===== config.mk =====
export PLATFORM = sky130hd
export DESIGN_NAME = chcfg_top
export DESIGN_NICKNAME = d
export VERILOG_FILES = /design/src/chcfg_chan.v /design/src/chcfg_code.v /design/src/chcfg_top.v
export VERILOG_INCLUDE_DIRS = /design/src
export SDC_FILE = /design/constraint.sdc
export NUM_CORES = 1
export LEC_CHECK = 0
export BUFFER_PORTS_ARGS = -buffer_cell sky130_fd_sc_hd__buf_2
export CELL_PAD_IN_SITES_DETAIL_PLACEMENT = 1
export CELL_PAD_IN_SITES_GLOBAL_PLACEMENT = 1
export CORE_MARGIN = 2
export CORE_UTILIZATION = 43
export CTS_BUF_LIST = sky130_fd_sc_hd__clkbuf_8
export DETAILED_ROUTE_END_ITERATION = 10
export PLACE_DENSITY = 0.9
export SKIP_CTS_REPAIR_TIMING = 1
export SLEW_MARGIN = 20
export SYNTH_ARGS = -nofsm -noshare
export SYNTH_HDL_FRONTEND = slang
export SYNTH_HIERARCHICAL = 1
export SYNTH_SLANG_ARGS = --single-unit

===== constraint.sdc =====
create_clock -name i_core_clk -period 8.65 [get_ports i_core_clk]
set_clock_uncertainty 0.2 [all_clocks]
set_input_delay 0.4325 -clock i_core_clk [delete_from_list [all_inputs] [get_ports i_core_clk]]
set_output_delay 0.4325 -clock i_core_clk [all_outputs]
set_load 0.005 [all_outputs]

===== src/chcfg_regs.vh =====
// register offsets, field layouts, reset values and codes of the channel config bank
// assumes registers are reached at their printed byte offsets over the serial port
`ifndef CHCFG_REGS_VH
`define CHCFG_REGS_VH

`define CHCFG_ADDR_SPAN_A 8'h04
`define CHCFG_ADDR_MODE_A 8'h05
`define CHCFG_ADDR_FUNC_A 8'h06
`define CHCFG_ADDR_SPAN_B 8'h16
`define CHCFG_ADDR_MODE_B 8'h17
`define CHCFG_ADDR_FUNC_B 8'h18

`define CHCFG_RST_VAL 16'h0000

`define CHCFG_SPAN_MSB 12
`define CHCFG_SPAN_LSB 9
`define CHCFG_MODE_MSB 11
`define CHCFG_MODE_LSB 10
`define CHCFG_CLR_BIT 15
`define CHCFG_DEFER_BIT 14
`define CHCFG_JOIN_BIT 13
`define CHCFG_WAVE_MSB 12
`define CHCFG_WAVE_LSB 0
`define CHCFG_BOUND_MSB 15
`define CHCFG_BOUND_LSB 4

`define CHCFG_SPAN_RST 4'h0
`define CHCFG_MODE_RST 2'h0

`define CHCFG_MODE_PLAIN 2'h0
`define CHCFG_MODE_HYST 2'h1
`define CHCFG_MODE_WINDOW 2'h2

`define CHCFG_DIR_SOURCE 2'h0
`define CHCFG_DIR_SINK 2'h1
`define CHCFG_DIR_BIPOLAR 2'h2
`define CHCFG_DIR_INVALID 2'h3

`define CHCFG_SCALE_25 2'h0
`define CHCFG_SCALE_50 2'h1
`define CHCFG_SCALE_125 2'h2
`define CHCFG_SCALE_250 2'h3

`endif


===== src/chcfg_chan.v =====
// one channel's three configuration registers
// assumes a one-cycle write pulse with address and data valid together
`timescale 1ns/10ps
`include "chcfg_regs.vh"

module chcfg_chan #(
  parameter [7:0] ADDR_SPAN = `CHCFG_ADDR_SPAN_A,
  parameter [7:0] ADDR_MODE = `CHCFG_ADDR_MODE_A,
  parameter [7:0] ADDR_FUNC = `CHCFG_ADDR_FUNC_A
) (
  // clock and reset
  input wire i_clk,
  input wire i_rst_n,
  // register write
  input wire i_wr_en,
  input wire [7:0] i_addr,
  input wire [15:0] i_wdata,
  // stored fields
  output reg [3:0] o_span_r,
  output reg [1:0] o_mode_r,
  output reg [15:0] o_func_r
);

  ////////////////////////////////////////////////////////////////////////////
  // whole-word capture, don't-care bits never stored
  always @(posedge i_clk or negedge i_rst_n) begin
    if (!i_rst_n) begin
      o_span_r <= `CHCFG_SPAN_RST;
      o_mode_r <= `CHCFG_MODE_RST;
      o_func_r <= `CHCFG_RST_VAL;
    end else if (i_wr_en) begin
      if (i_addr == ADDR_SPAN) begin
        o_span_r <= i_wdata[`CHCFG_SPAN_MSB:`CHCFG_SPAN_LSB];
      end
      if (i_addr == ADDR_MODE) begin
        o_mode_r <= i_wdata[`CHCFG_MODE_MSB:`CHCFG_MODE_LSB];
      end
      if (i_addr == ADDR_FUNC) begin
        o_func_r <= i_wdata;
      end
    end
  end

endmodule


===== src/chcfg_code.v =====
// one channel's output code path: immediate or deferred update, clear
// assumes write, broadcast, clear and load arrive as one-cycle pulses
`timescale 1ns/10ps

module chcfg_code #(
  parameter CODE_W = 12
) (
  // clock and reset
  input wire i_clk,
  input wire i_rst_n,
  // code writes
  input wire i_wr,
  input wire i_bcast,
  input wire [CODE_W-1:0] i_data,
  input wire [CODE_W-1:0] i_bdata,
  // configuration
  input wire i_defer,
  input wire i_join,
  input wire i_clr_sel,
  // events
  input wire i_clear,
  input wire i_load,
  // state
  output reg [CODE_W-1:0] o_code_r,
  output reg [CODE_W-1:0] o_stage_r,
  output reg o_pending_r
);

  localparam [CODE_W-1:0] MID = {1'b1, {(CODE_W-1){1'b0}}};

  wire take_b = i_bcast & i_join;
  wire take = i_wr | take_b;
  wire [CODE_W-1:0] new_code = i_wr ? i_data : i_bdata;
  wire [CODE_W-1:0] clr_code = i_clr_sel ? MID : {CODE_W{1'b0}};

  ////////////////////////////////////////////////////////////////////////////
  always @(posedge i_clk or negedge i_rst_n) begin
    if (!i_rst_n) begin
      o_code_r <= {CODE_W{1'b0}};
      o_stage_r <= {CODE_W{1'b0}};
      o_pending_r <= 1'b0;
    end else if (i_clear) begin
      o_code_r <= clr_code;
      o_stage_r <= clr_code;
      o_pending_r <= 1'b0;
    end else if (take) begin
      o_stage_r <= new_code;
      if (!i_defer) begin
        o_code_r <= new_code;
        o_pending_r <= 1'b0;
      end else begin
        o_pending_r <= 1'b1;
        if (i_load && o_pending_r) begin
          o_code_r <= o_stage_r;
        end
      end
    end else if (i_load && o_pending_r) begin
      o_code_r <= o_stage_r;
      o_pending_r <= 1'b0;
    end
  end

endmodule


===== src/chcfg_top.v =====
// channel output configuration register bank for two channels
// assumes host-side decoder delivers register and code accesses as
// one-cycle pulses synchronous to i_core_clk
//
// Behaviour
// span codes 0-3 source 25/50/125/250uA
// span codes 4-7 sink 24/48/120/240uA
// codes 8-11 bipolar; others invalid
// span field bits 12:9, resets zero
// threshold mode 00: plain comparator
// mode 01: hysteresis from bound codes
// mode 10: window from bound codes
// separate threshold mode register per channel
// clear level bit: zero or mid-scale
// deferred bit 0: update right after write
// deferred bit 1: update on load event
// join bit gates broadcast writes
// function register resets to zero
// bound codes taken from bits 15:4
// host powers current output down first; the host model writes the span register without any power-down
// don't-care bits ignored, read zero
// register write updates fields together
`timescale 1ns/10ps
`include "chcfg_regs.vh"

module chcfg_top #(
  parameter CODE_W = 12
) (
  // clock and reset
  input wire i_core_clk,
  input wire i_rst_n,
  // register access
  input wire i_reg_wr,
  input wire i_reg_rd,
  input wire [7:0] i_reg_addr,
  input wire [15:0] i_reg_wdata,
  output reg [15:0] o_reg_rdata,
  output reg o_reg_rd_valid,
  output reg o_reg_addr_err,
  // code writes
  input wire i_code_wr_a,
  input wire i_code_wr_b,
  input wire [CODE_W-1:0] i_code_data,
  input wire i_bcast_wr,
  input wire [CODE_W-1:0] i_bcast_data,
  // clear and load
  input wire i_clear,
  input wire i_load_strobe_pin,
  input wire i_trig_load,
  // bound codes
  input wire [15:0] i_upper_bound_a,
  input wire [15:0] i_lower_bound_a,
  input wire [15:0] i_upper_bound_b,
  input wire [15:0] i_lower_bound_b,
  // channel a
  output reg [CODE_W-1:0] o_code_a,
  output reg o_pending_a,
  output reg [1:0] o_span_dir_a,
  output reg [1:0] o_span_scale_a,
  output reg o_current_span_sel_bad_a,
  output reg o_hyst_en_a,
  output reg o_window_en_a,
  output reg o_threshold_mode_sel_bad_a,
  output reg [11:0] o_hi_thr_a,
  output reg [11:0] o_lo_thr_a,
  output reg [12:0] o_waveform_cfg_field_a,
  // channel b
  output reg [CODE_W-1:0] o_code_b,
  output reg o_pending_b,
  output reg [1:0] o_span_dir_b,
  output reg [1:0] o_span_scale_b,
  output reg o_current_span_sel_bad_b,
  output reg o_hyst_en_b,
  output reg o_window_en_b,
  output reg o_threshold_mode_sel_bad_b,
  output reg [11:0] o_hi_thr_b,
  output reg [11:0] o_lo_thr_b,
  output reg [12:0] o_waveform_cfg_field_b
);

  ////////////////////////////////////////////////////////////////////////////
  // reset release through two flops
  reg rst_s1_r;
  reg rst_s2_r;
  wire rst_n = rst_s2_r;

  always @(posedge i_core_clk or negedge i_rst_n) begin
    if (!i_rst_n) begin
      rst_s1_r <= 1'b0;
      rst_s2_r <= 1'b0;
    end else begin
      rst_s1_r <= 1'b1;
      rst_s2_r <= rst_s1_r;
    end
  end

  ////////////////////////////////////////////////////////////////////////////
  // register storage
  wire [3:0] span_a;
  wire [1:0] mode_a;
  wire [15:0] func_a;
  wire [3:0] span_b;
  wire [1:0] mode_b;
  wire [15:0] func_b;

  chcfg_chan #(
    .ADDR_SPAN(`CHCFG_ADDR_SPAN_A),
    .ADDR_MODE(`CHCFG_ADDR_MODE_A),
    .ADDR_FUNC(`CHCFG_ADDR_FUNC_A)
  ) u_chan_a (
    .i_clk(i_core_clk),
    .i_rst_n(rst_n),
    .i_wr_en(i_reg_wr),
    .i_addr(i_reg_addr),
    .i_wdata(i_reg_wdata),
    .o_span_r(span_a),
    .o_mode_r(mode_a),
    .o_func_r(func_a)
  );

  chcfg_chan #(
    .ADDR_SPAN(`CHCFG_ADDR_SPAN_B),
    .ADDR_MODE(`CHCFG_ADDR_MODE_B),
    .ADDR_FUNC(`CHCFG_ADDR_FUNC_B)
  ) u_chan_b (
    .i_clk(i_core_clk),
    .i_rst_n(rst_n),
    .i_wr_en(i_reg_wr),
    .i_addr(i_reg_addr),
    .i_wdata(i_reg_wdata),
    .o_span_r(span_b),
    .o_mode_r(mode_b),
    .o_func_r(func_b)
  );

  ////////////////////////////////////////////////////////////////////////////
  // read-back, don't-care bits as zero
  reg [15:0] rd_mux;
  reg rd_hit;

  always @* begin
    rd_mux = 16'h0000;
    rd_hit = 1'b1;
    case (i_reg_addr)
      `CHCFG_ADDR_SPAN_A: rd_mux[`CHCFG_SPAN_MSB:`CHCFG_SPAN_LSB] = span_a;
      `CHCFG_ADDR_MODE_A: rd_mux[`CHCFG_MODE_MSB:`CHCFG_MODE_LSB] = mode_a;
      `CHCFG_ADDR_FUNC_A: rd_mux = func_a;
      `CHCFG_ADDR_SPAN_B: rd_mux[`CHCFG_SPAN_MSB:`CHCFG_SPAN_LSB] = span_b;
      `CHCFG_ADDR_MODE_B: rd_mux[`CHCFG_MODE_MSB:`CHCFG_MODE_LSB] = mode_b;
      `CHCFG_ADDR_FUNC_B: rd_mux = func_b;
      default: rd_hit = 1'b0;
    endcase
  end

  always @(posedge i_core_clk or negedge rst_n) begin
    if (!rst_n) begin
      o_reg_rdata <= 16'h0000;
      o_reg_rd_valid <= 1'b0;
      o_reg_addr_err <= 1'b0;
    end else begin
      o_reg_rd_valid <= i_reg_rd;
      o_reg_addr_err <= (i_reg_rd | i_reg_wr) & ~rd_hit;
      if (i_reg_rd) begin
        o_reg_rdata <= rd_mux;
      end
    end
  end

  ////////////////////////////////////////////////////////////////////////////
  // load event: strobe pin falling edge or trigger bit
  reg load_pin_q_r;
  wire load_evt = (load_pin_q_r & ~i_load_strobe_pin) | i_trig_load;

  always @(posedge i_core_clk or negedge rst_n) begin
    if (!rst_n) begin
      load_pin_q_r <= 1'b1;
    end else begin
      load_pin_q_r <= i_load_strobe_pin;
    end
  end

  ////////////////////////////////////////////////////////////////////////////
  // output code paths
  wire [CODE_W-1:0] code_a;
  wire [CODE_W-1:0] code_b;
  wire pend_a;
  wire pend_b;

  chcfg_code #(
    .CODE_W(CODE_W)
  ) u_code_a (
    .i_clk(i_core_clk),
    .i_rst_n(rst_n),
    .i_wr(i_code_wr_a),
    .i_bcast(i_bcast_wr),
    .i_data(i_code_data),
    .i_bdata(i_bcast_data),
    .i_defer(func_a[`CHCFG_DEFER_BIT]),
    .i_join(func_a[`CHCFG_JOIN_BIT]),
    .i_clr_sel(func_a[`CHCFG_CLR_BIT]),
    .i_clear(i_clear),
    .i_load(load_evt),
    .o_code_r(code_a),
    .o_stage_r(),
    .o_pending_r(pend_a)
  );

  chcfg_code #(
    .CODE_W(CODE_W)
  ) u_code_b (
    .i_clk(i_core_clk),
    .i_rst_n(rst_n),
    .i_wr(i_code_wr_b),
    .i_bcast(i_bcast_wr),
    .i_data(i_code_data),
    .i_bdata(i_bcast_data),
    .i_defer(func_b[`CHCFG_DEFER_BIT]),
    .i_join(func_b[`CHCFG_JOIN_BIT]),
    .i_clr_sel(func_b[`CHCFG_CLR_BIT]),
    .i_clear(i_clear),
    .i_load(load_evt),
    .o_code_r(code_b),
    .o_stage_r(),
    .o_pending_r(pend_b)
  );

  ////////////////////////////////////////////////////////////////////////////
  // field decode
  // span code -> {bad, direction, scale}
  function [4:0] span_dec;
    input [3:0] s;
    begin
      case (s[3:2])
        2'h0: span_dec = {1'b0, `CHCFG_DIR_SOURCE, s[1:0]};
        2'h1: span_dec = {1'b0, `CHCFG_DIR_SINK, s[1:0]};
        2'h2: span_dec = {1'b0, `CHCFG_DIR_BIPOLAR, s[1:0]};
        default: span_dec = {1'b1, `CHCFG_DIR_INVALID, `CHCFG_SCALE_25};
      endcase
    end
  endfunction

  // mode code -> {bad, window, hysteresis}
  function [2:0] mode_dec;
    input [1:0] m;
    begin
      case (m)
        `CHCFG_MODE_PLAIN: mode_dec = 3'b000;
        `CHCFG_MODE_HYST: mode_dec = 3'b001;
        `CHCFG_MODE_WINDOW: mode_dec = 3'b010;
        default: mode_dec = 3'b100;
      endcase
    end
  endfunction

  wire [4:0] sd_a = span_dec(span_a);
  wire [4:0] sd_b = span_dec(span_b);
  wire [2:0] md_a = mode_dec(mode_a);
  wire [2:0] md_b = mode_dec(mode_b);

  ////////////////////////////////////////////////////////////////////////////
  // registered outputs
  always @(posedge i_core_clk or negedge rst_n) begin
    if (!rst_n) begin
      o_code_a <= {CODE_W{1'b0}};
      o_pending_a <= 1'b0;
      o_span_dir_a <= `CHCFG_DIR_SOURCE;
      o_span_scale_a <= `CHCFG_SCALE_25;
      o_current_span_sel_bad_a <= 1'b0;
      o_hyst_en_a <= 1'b0;
      o_window_en_a <= 1'b0;
      o_threshold_mode_sel_bad_a <= 1'b0;
      o_hi_thr_a <= 12'h000;
      o_lo_thr_a <= 12'h000;
      o_waveform_cfg_field_a <= 13'h0000;
      o_code_b <= {CODE_W{1'b0}};
      o_pending_b <= 1'b0;
      o_span_dir_b <= `CHCFG_DIR_SOURCE;
      o_span_scale_b <= `CHCFG_SCALE_25;
      o_current_span_sel_bad_b <= 1'b0;
      o_hyst_en_b <= 1'b0;
      o_window_en_b <= 1'b0;
      o_threshold_mode_sel_bad_b <= 1'b0;
      o_hi_thr_b <= 12'h000;
      o_lo_thr_b <= 12'h000;
      o_waveform_cfg_field_b <= 13'h0000;
    end else begin
      o_code_a <= code_a;
      o_pending_a <= pend_a;
      {o_current_span_sel_bad_a, o_span_dir_a, o_span_scale_a} <= sd_a;
      {o_threshold_mode_sel_bad_a, o_window_en_a, o_hyst_en_a} <= md_a;
      o_hi_thr_a <= i_upper_bound_a[`CHCFG_BOUND_MSB:`CHCFG_BOUND_LSB];
      o_lo_thr_a <= i_lower_bound_a[`CHCFG_BOUND_MSB:`CHCFG_BOUND_LSB];
      o_waveform_cfg_field_a <= func_a[`CHCFG_WAVE_MSB:`CHCFG_WAVE_LSB];
      o_code_b <= code_b;
      o_pending_b <= pend_b;
      {o_current_span_sel_bad_b, o_span_dir_b, o_span_scale_b} <= sd_b;
      {o_threshold_mode_sel_bad_b, o_window_en_b, o_hyst_en_b} <= md_b;
      o_hi_thr_b <= i_upper_bound_b[`CHCFG_BOUND_MSB:`CHCFG_BOUND_LSB];
      o_lo_thr_b <= i_lower_bound_b[`CHCFG_BOUND_MSB:`CHCFG_BOUND_LSB];
      o_waveform_cfg_field_b <= func_b[`CHCFG_WAVE_MSB:`CHCFG_WAVE_LSB];
    end
  end

endmodule


# After elaboration in Yosys (flattened, before gate mapping)
# Cells that the tools add are included.
dict set report word_totals {
  wordCells 115
  input_bits 122
  memories 0
  latchBits 0
  ramBits 0
  romBits 0
  ff_bits 231
}
dict set report classes {
  n_reduce_logical 17
  div 0
  n_mul 0
  mux 34
  bitwise 10
  n_eq_ne 14
  add_sub_neg 0
  order_cmp 0
  shift 0
}
# op count
set ops {}
lappend ops {{2-to-1 mux 12 bit} 16}
lappend ops {{one-hot mux 5 bit (3 select lines)} 2}
lappend ops {{equality test 8 x 3 -> 1 bit, second input constant} 3}
lappend ops {{equality test 8 x 5 -> 1 bit, second input constant} 3}
lappend ops {{one-hot mux 3 bit (3 select lines)} 2}
lappend ops {{one-hot mux 9 bit (2 select lines)} 1}
lappend ops {{one-hot mux 2 bit (6 select lines)} 1}
lappend ops {{AND reduction 2 bit} 6}
lappend ops {{2-to-1 mux 1 bit} 9}
lappend ops {{equality test 2 x 1 -> 1 bit, second input constant} 4}
lappend ops {{equality test 2 bit, second input constant} 4}
lappend ops {{zero test 2 bit} 4}
lappend ops {{one-hot mux 1 bit (4 select lines)} 2}
lappend ops {{one-hot mux 3 bit (2 select lines)} 1}
lappend ops {{nonzero test 3 bit} 2}
lappend ops {{OR reduction 6 bit} 1}
lappend ops {{AND 1 bit} 4}
lappend ops {{OR 1 bit} 4}
lappend ops {{nonzero test 2 bit} 2}
lappend ops {{logical AND 1 bit} 2}
lappend ops {{NOT 1 bit} 2}

# Depth between registers and ports, before layout
dict set report depth {
  word_depth 8
  mapped_depth 6
  depth_no_buf 5
}

# By module
# The synthesis kept the hierarchy.
# module area_each_um2 cells_each instances
set modules_own_cells {}
lappend modules_own_cells {chcfg_top 4142.7 238 1}
lappend modules_own_cells {chcfg_code 1337.5 113 2}
lappend modules_own_cells {{chcfg_chan at u_chan_a} 920.9 51 1}
lappend modules_own_cells {{chcfg_chan at u_chan_b} 917.1 53 1}

# Least setup slack after synthesis
# No wires, ideal clock.
dict set report synth_timing {
  path_type {input-to-reg}
  start {input i_reg_addr[6]}
  end {register u_chan_b.o_func_r[10]}
  n_path_buf 1
  required_time_ps 8325
  setup_ps 125
  t_arrival_ps 1385
  path_slack_ps 6940
  stages 4
  path_cell_list {and4bb_2 -> nand4_4 -> buf_6 -> mux2_4}
}
dict set report synth_via {
  elab_chain_cells 2
}
# element line
set synth_rtl {}
lappend synth_rtl {{start: declaration} chcfg_top.v:35} ;# input wire [7:0] i_reg_addr,
lappend synth_rtl {{equality test 8 x 5 -> 1 bit} chcfg_chan.v:38} ;# if (i_addr == ADDR_FUNC) begin
lappend synth_rtl {{AND reduction 2 bit (no source line)} n/a}
lappend synth_rtl {{end signal: assignment} chcfg_chan.v:30} ;# o_func_r <= `CHCFG_RST_VAL;
lappend synth_rtl {{end signal: assignment} chcfg_chan.v:39} ;# o_func_r <= i_wdata;
lappend synth_rtl {{end: declaration} chcfg_chan.v:21} ;# output reg [15:0] o_func_r
# Every way passes these cells.
# A chain may end at the register's enable or synchronous reset.

# Final worst setup path
dict set report layout_timing {
  start {input i_load_strobe_pin}
  end {register u_code_a.o_code_r[9]}
}
dict set report layout_via {
  elab_chain_cells 8
}
# element line
set layout_rtl {}
lappend layout_rtl {{start: declaration} chcfg_top.v:48} ;# input wire i_load_strobe_pin,
lappend layout_rtl {{NOT 1 bit (*)} chcfg_top.v:172} ;# wire load_evt = (load_pin_q_r & ~i_load_strobe_pin) | i_trig_load;
lappend layout_rtl {{AND 1 bit (*)} chcfg_top.v:172}
lappend layout_rtl {{OR 1 bit (*)} chcfg_top.v:172}
lappend layout_rtl {{named net load_evt} chcfg_top.v:172}
lappend layout_rtl {{logical AND 1 bit (*)} {chcfg_code.v:53, chcfg_code.v:57}}
lappend layout_rtl {{2-to-1 mux 12 bit (*)} n/a}
lappend layout_rtl {{2-to-1 mux 12 bit} n/a}
lappend layout_rtl {{2-to-1 mux 12 bit (*) (2 in series)} n/a}
lappend layout_rtl {{end signal: assignment} chcfg_code.v:39} ;# o_code_r <= {CODE_W{1'b0}};
lappend layout_rtl {{end signal: assignment} chcfg_code.v:43} ;# o_code_r <= clr_code;
lappend layout_rtl {{end signal: assignment} chcfg_code.v:49} ;# o_code_r <= new_code;
lappend layout_rtl {{end: declaration} chcfg_code.v:24} ;# output reg [CODE_W-1:0] o_code_r,
# Mark *: on every way through the listed nets, which the timed path passes. The rest lies on a longest branch.

==> results.md <==
* Initial core utilization at 44.18%
* Root Driver: clkbuf_8
* Nets at 997
* Antenna Nets Post-Route at 0
* Initial antenna violation count at 4
* WL/cell at 22.47 microns
* Avg Inst Size Synth at 15.24 sq um
* Final period util at 27.58%
* Number of global-route vias before repair at 6473
* Full die area at 21280 sq um
* Vias per inst at 5.338
* Max Fclk at 0.4192 GHz
* Top_reg_cell synth: dfrtp_1
* Async SR Flop Fraction at 100.0%
* Synth cell count leaders: 230 x dfrtp_1, 28 x mux2_2, 24 x and3_1, 24 x mux2i_1, 23 x nor2b_1
* Netlist cell types at 51
* CP max-delay cell: dlygate4sd3_1
* Post-DP Area at 9941 sq um
* Max-slew headroom at 30.83%
* Setup crit end kind: register
* TritonCTS Buffers at 39
* Post-synth EDFFs at 0
* CTS max path bufs at 3
* Placed insts at 1034
* Synth warn at 6
* Sinks on Clock Net at 231
* Post-Syn Area at 8656 sq um
* I/O Buffers at 239
* Share of the synthesized area in the top cell type at 66.49%
* GR Util All Layers at 21.88%
* Htree depth at 2
* Net Count, Synth at 690
* Remaining DRCs at 0
* Cells after Synth at 568
* P&R area growth vs syn at 31.96%
* Worst Setup Start Kind: primary input
* DR vias at 6251
* Die X at 145.9 microns
* Max FO, Critical Path at 28
* Rows at 51
* Pin count of the biggest net entering global routing at 84
* #FFs+latches synth at 231
* Hold Vio Cnt, Final at 0
* Die Span Y at 145.9 microns
* Outcome: finished clean
* Final HPWL DP at 16040 microns
* Worst path arrival time at 2.56 ns
* Skew-Pair Late Insertion Delay at 0.52 ns
* Final WL at 26310 microns
* Maximum vdd drop at 105.1 uV
* # fillers at 1960
* Clock transition at the registers of the reported paths at 0.06 ns
* I/O Pins at 256
* First-pass GRT wire length at 36800 microns
* Crit path kind: in -> reg
* Tightest Pin Transition at 1.037 ns
* Cell Chain, Critical Path: dlygate4sd3_1 > buf_2 > inv_1 > a21o_1 > buf_4 > nand2_1 > a221oi_2 > a311oi_1
* Final instance area at 11420 sq um
* Fin. max-slew vios at 0
* Final period demand of the worst path at 2.386 ns
* Slowest stage delay, CP at 0.53 ns
* 1st-pass router iterations at 5
* Area of the core at 19590 sq um
* Gr ovfl total at 0
* CTS tree: yes
* Max-cap violations at 0
* Synth area leaders: dfrtp_1 66%, mux2_2 3.6%, mux2_4 3.5%
* Endpoints failing setup at 0
* Count of non-filler cells in the finished layout at 1171
* Sequential fraction of the synthesis area at 66.80%
* Layout cell share with drive strength beyond 1 at 41.35%
* Initial DRC Count at 427
* Placer Congestion at 0.7993
* Top-count cell post-synth: dfrtp_1
* Worst hold path type: in -> async
* Final TNS setup at 0 ns
* Cell taking the most area after synthesis: dfrtp_1
* Fin Hold WS at 0.03252 ns
* Leakage at 0.005854 uW
* PwrDens at 208.4 nW/um^2
* RSZ-0062 raised after global routing: false
* Required @ worst endpoint at 8.82 ns
[through the flow]
step | total power [uW] | setup slack [ns] | utilization, %
6_report | 2380 | 6.264 | 58.31
5_1_grt | 2481 | 6.132 | 58.31
4_1_cts | 2365 | 6.299 | 54.84
3_5_place_dp | 1365 | 6.035 | 50.74
3_3_place_gp | 1353 | 6.128 | 50.74
2_1_floorplan | 1274 | 1.538 | -
[area by class of cell]
cell class | count | area, sq um | share of cell area, %
clock inverters | 20 | 142.6 | 1.249
flip-flops and latches | 231 | 5786 | 50.65
well taps | 265 | 331.6 | 2.903
inverters | 4 | 15.01 | 0.1314
diodes | 4 | 10.01 | 0.08763
multi-input cells | 291 | 2582 | 22.61
repair buffers | 308 | 1894 | 16.58
clock buffers | 48 | 660.6 | 5.784
[worst paths after layout]
kind,startpoint,end,slack (ns),cells after the start
min in group i_core_clk,i_reg_wdata[9],u_chan_a/o_func_r[9],0.03,2
worst max-delay path,i_load_strobe_pin,u_code_a/o_code_r[9],6.26,8
max in group asynchronous,rst_n,o_waveform_cfg_field_a[2],6.47,1
worst min-delay path,i_rst_n,rst_s1_r,0.03,2
worst max register to register,u_chan_a/o_func_r[13],u_code_a/o_stage_r[2],6.27,3
worst min register to register,rst_s1_r,rst_n,0.16,0
[power by group]
part / total, uW / internal (uW) / switching, uW
Combinational: 204 / 96.3 / 108
Clock: 1000 / 562 / 441
Sequential: 1170 / 1140 / 37.5
Total: 2380 / 1790 / 586
[cells in the final DEF, fill, tap and decap left out, types with 4 or more instances in the layout]
cell type      count
a221o_1           12
nor2b_1           23
dfrtp_1          229
mux2_4            20
o21ai_0            4
clkinv_2           5
a311oi_1          22
and2_1             4
nor2_1             9
mux2i_1           24
nand2_1            8
a221oi_2          12
inv_1             15
nor3_1             6
dlygate4sd3_1     64
buf_2            239
o2bb2ai_1         22
clkbuf_8          48
nand3b_1           4
a21oi_1            9
diode_2            4
mux2_2            28
buf_4              4
a221oi_1          10
nand2b_1           7
and3_1            24
[registers in the layout, indices dropped and copies added, names as in the netlist, 4 cells and up]
register	flops
o_lo_thr_a	12
o_waveform_cfg_field_a	13
u_code_a/o_code_r	12
o_lo_thr_b	12
u_chan_b/o_func_r	16
o_code_a	12
o_hi_thr_b	12
o_hi_thr_a	12
o_waveform_cfg_field_b	13
o_code_b	12
u_code_a/o_stage_r	12
u_chan_a/o_span_r	4
u_code_b/o_stage_r	12
o_reg_rdata	16
u_chan_a/o_func_r	16
u_code_b/o_code_r	12
u_chan_b/o_span_r	4
[routing by layer]
metal	share of wire, %	GRT usage, %
met5	0	0
met4	2.8	8.529
met3	5.1	4.671
met2	53	38.18
met1	39	26.60
[kinds of logic after synthesis]
group,share of synthesized area (%)
other,0.04332
AO/OA/AOI/OAI,11.61
flip-flops,66.80
multiplexers,9.887
AND/OR/NAND/NOR,8.297
buffers and inverters,3.368
[critical path: cells and delay by family]
family	cells	cell delay (ns)
AOI/OAI and AO/OA	3	0.72
buffers and inverters	4	0.90
and+or+nand+nor	1	0.48
No activity file was read; power rests on OpenSTA's default activity.
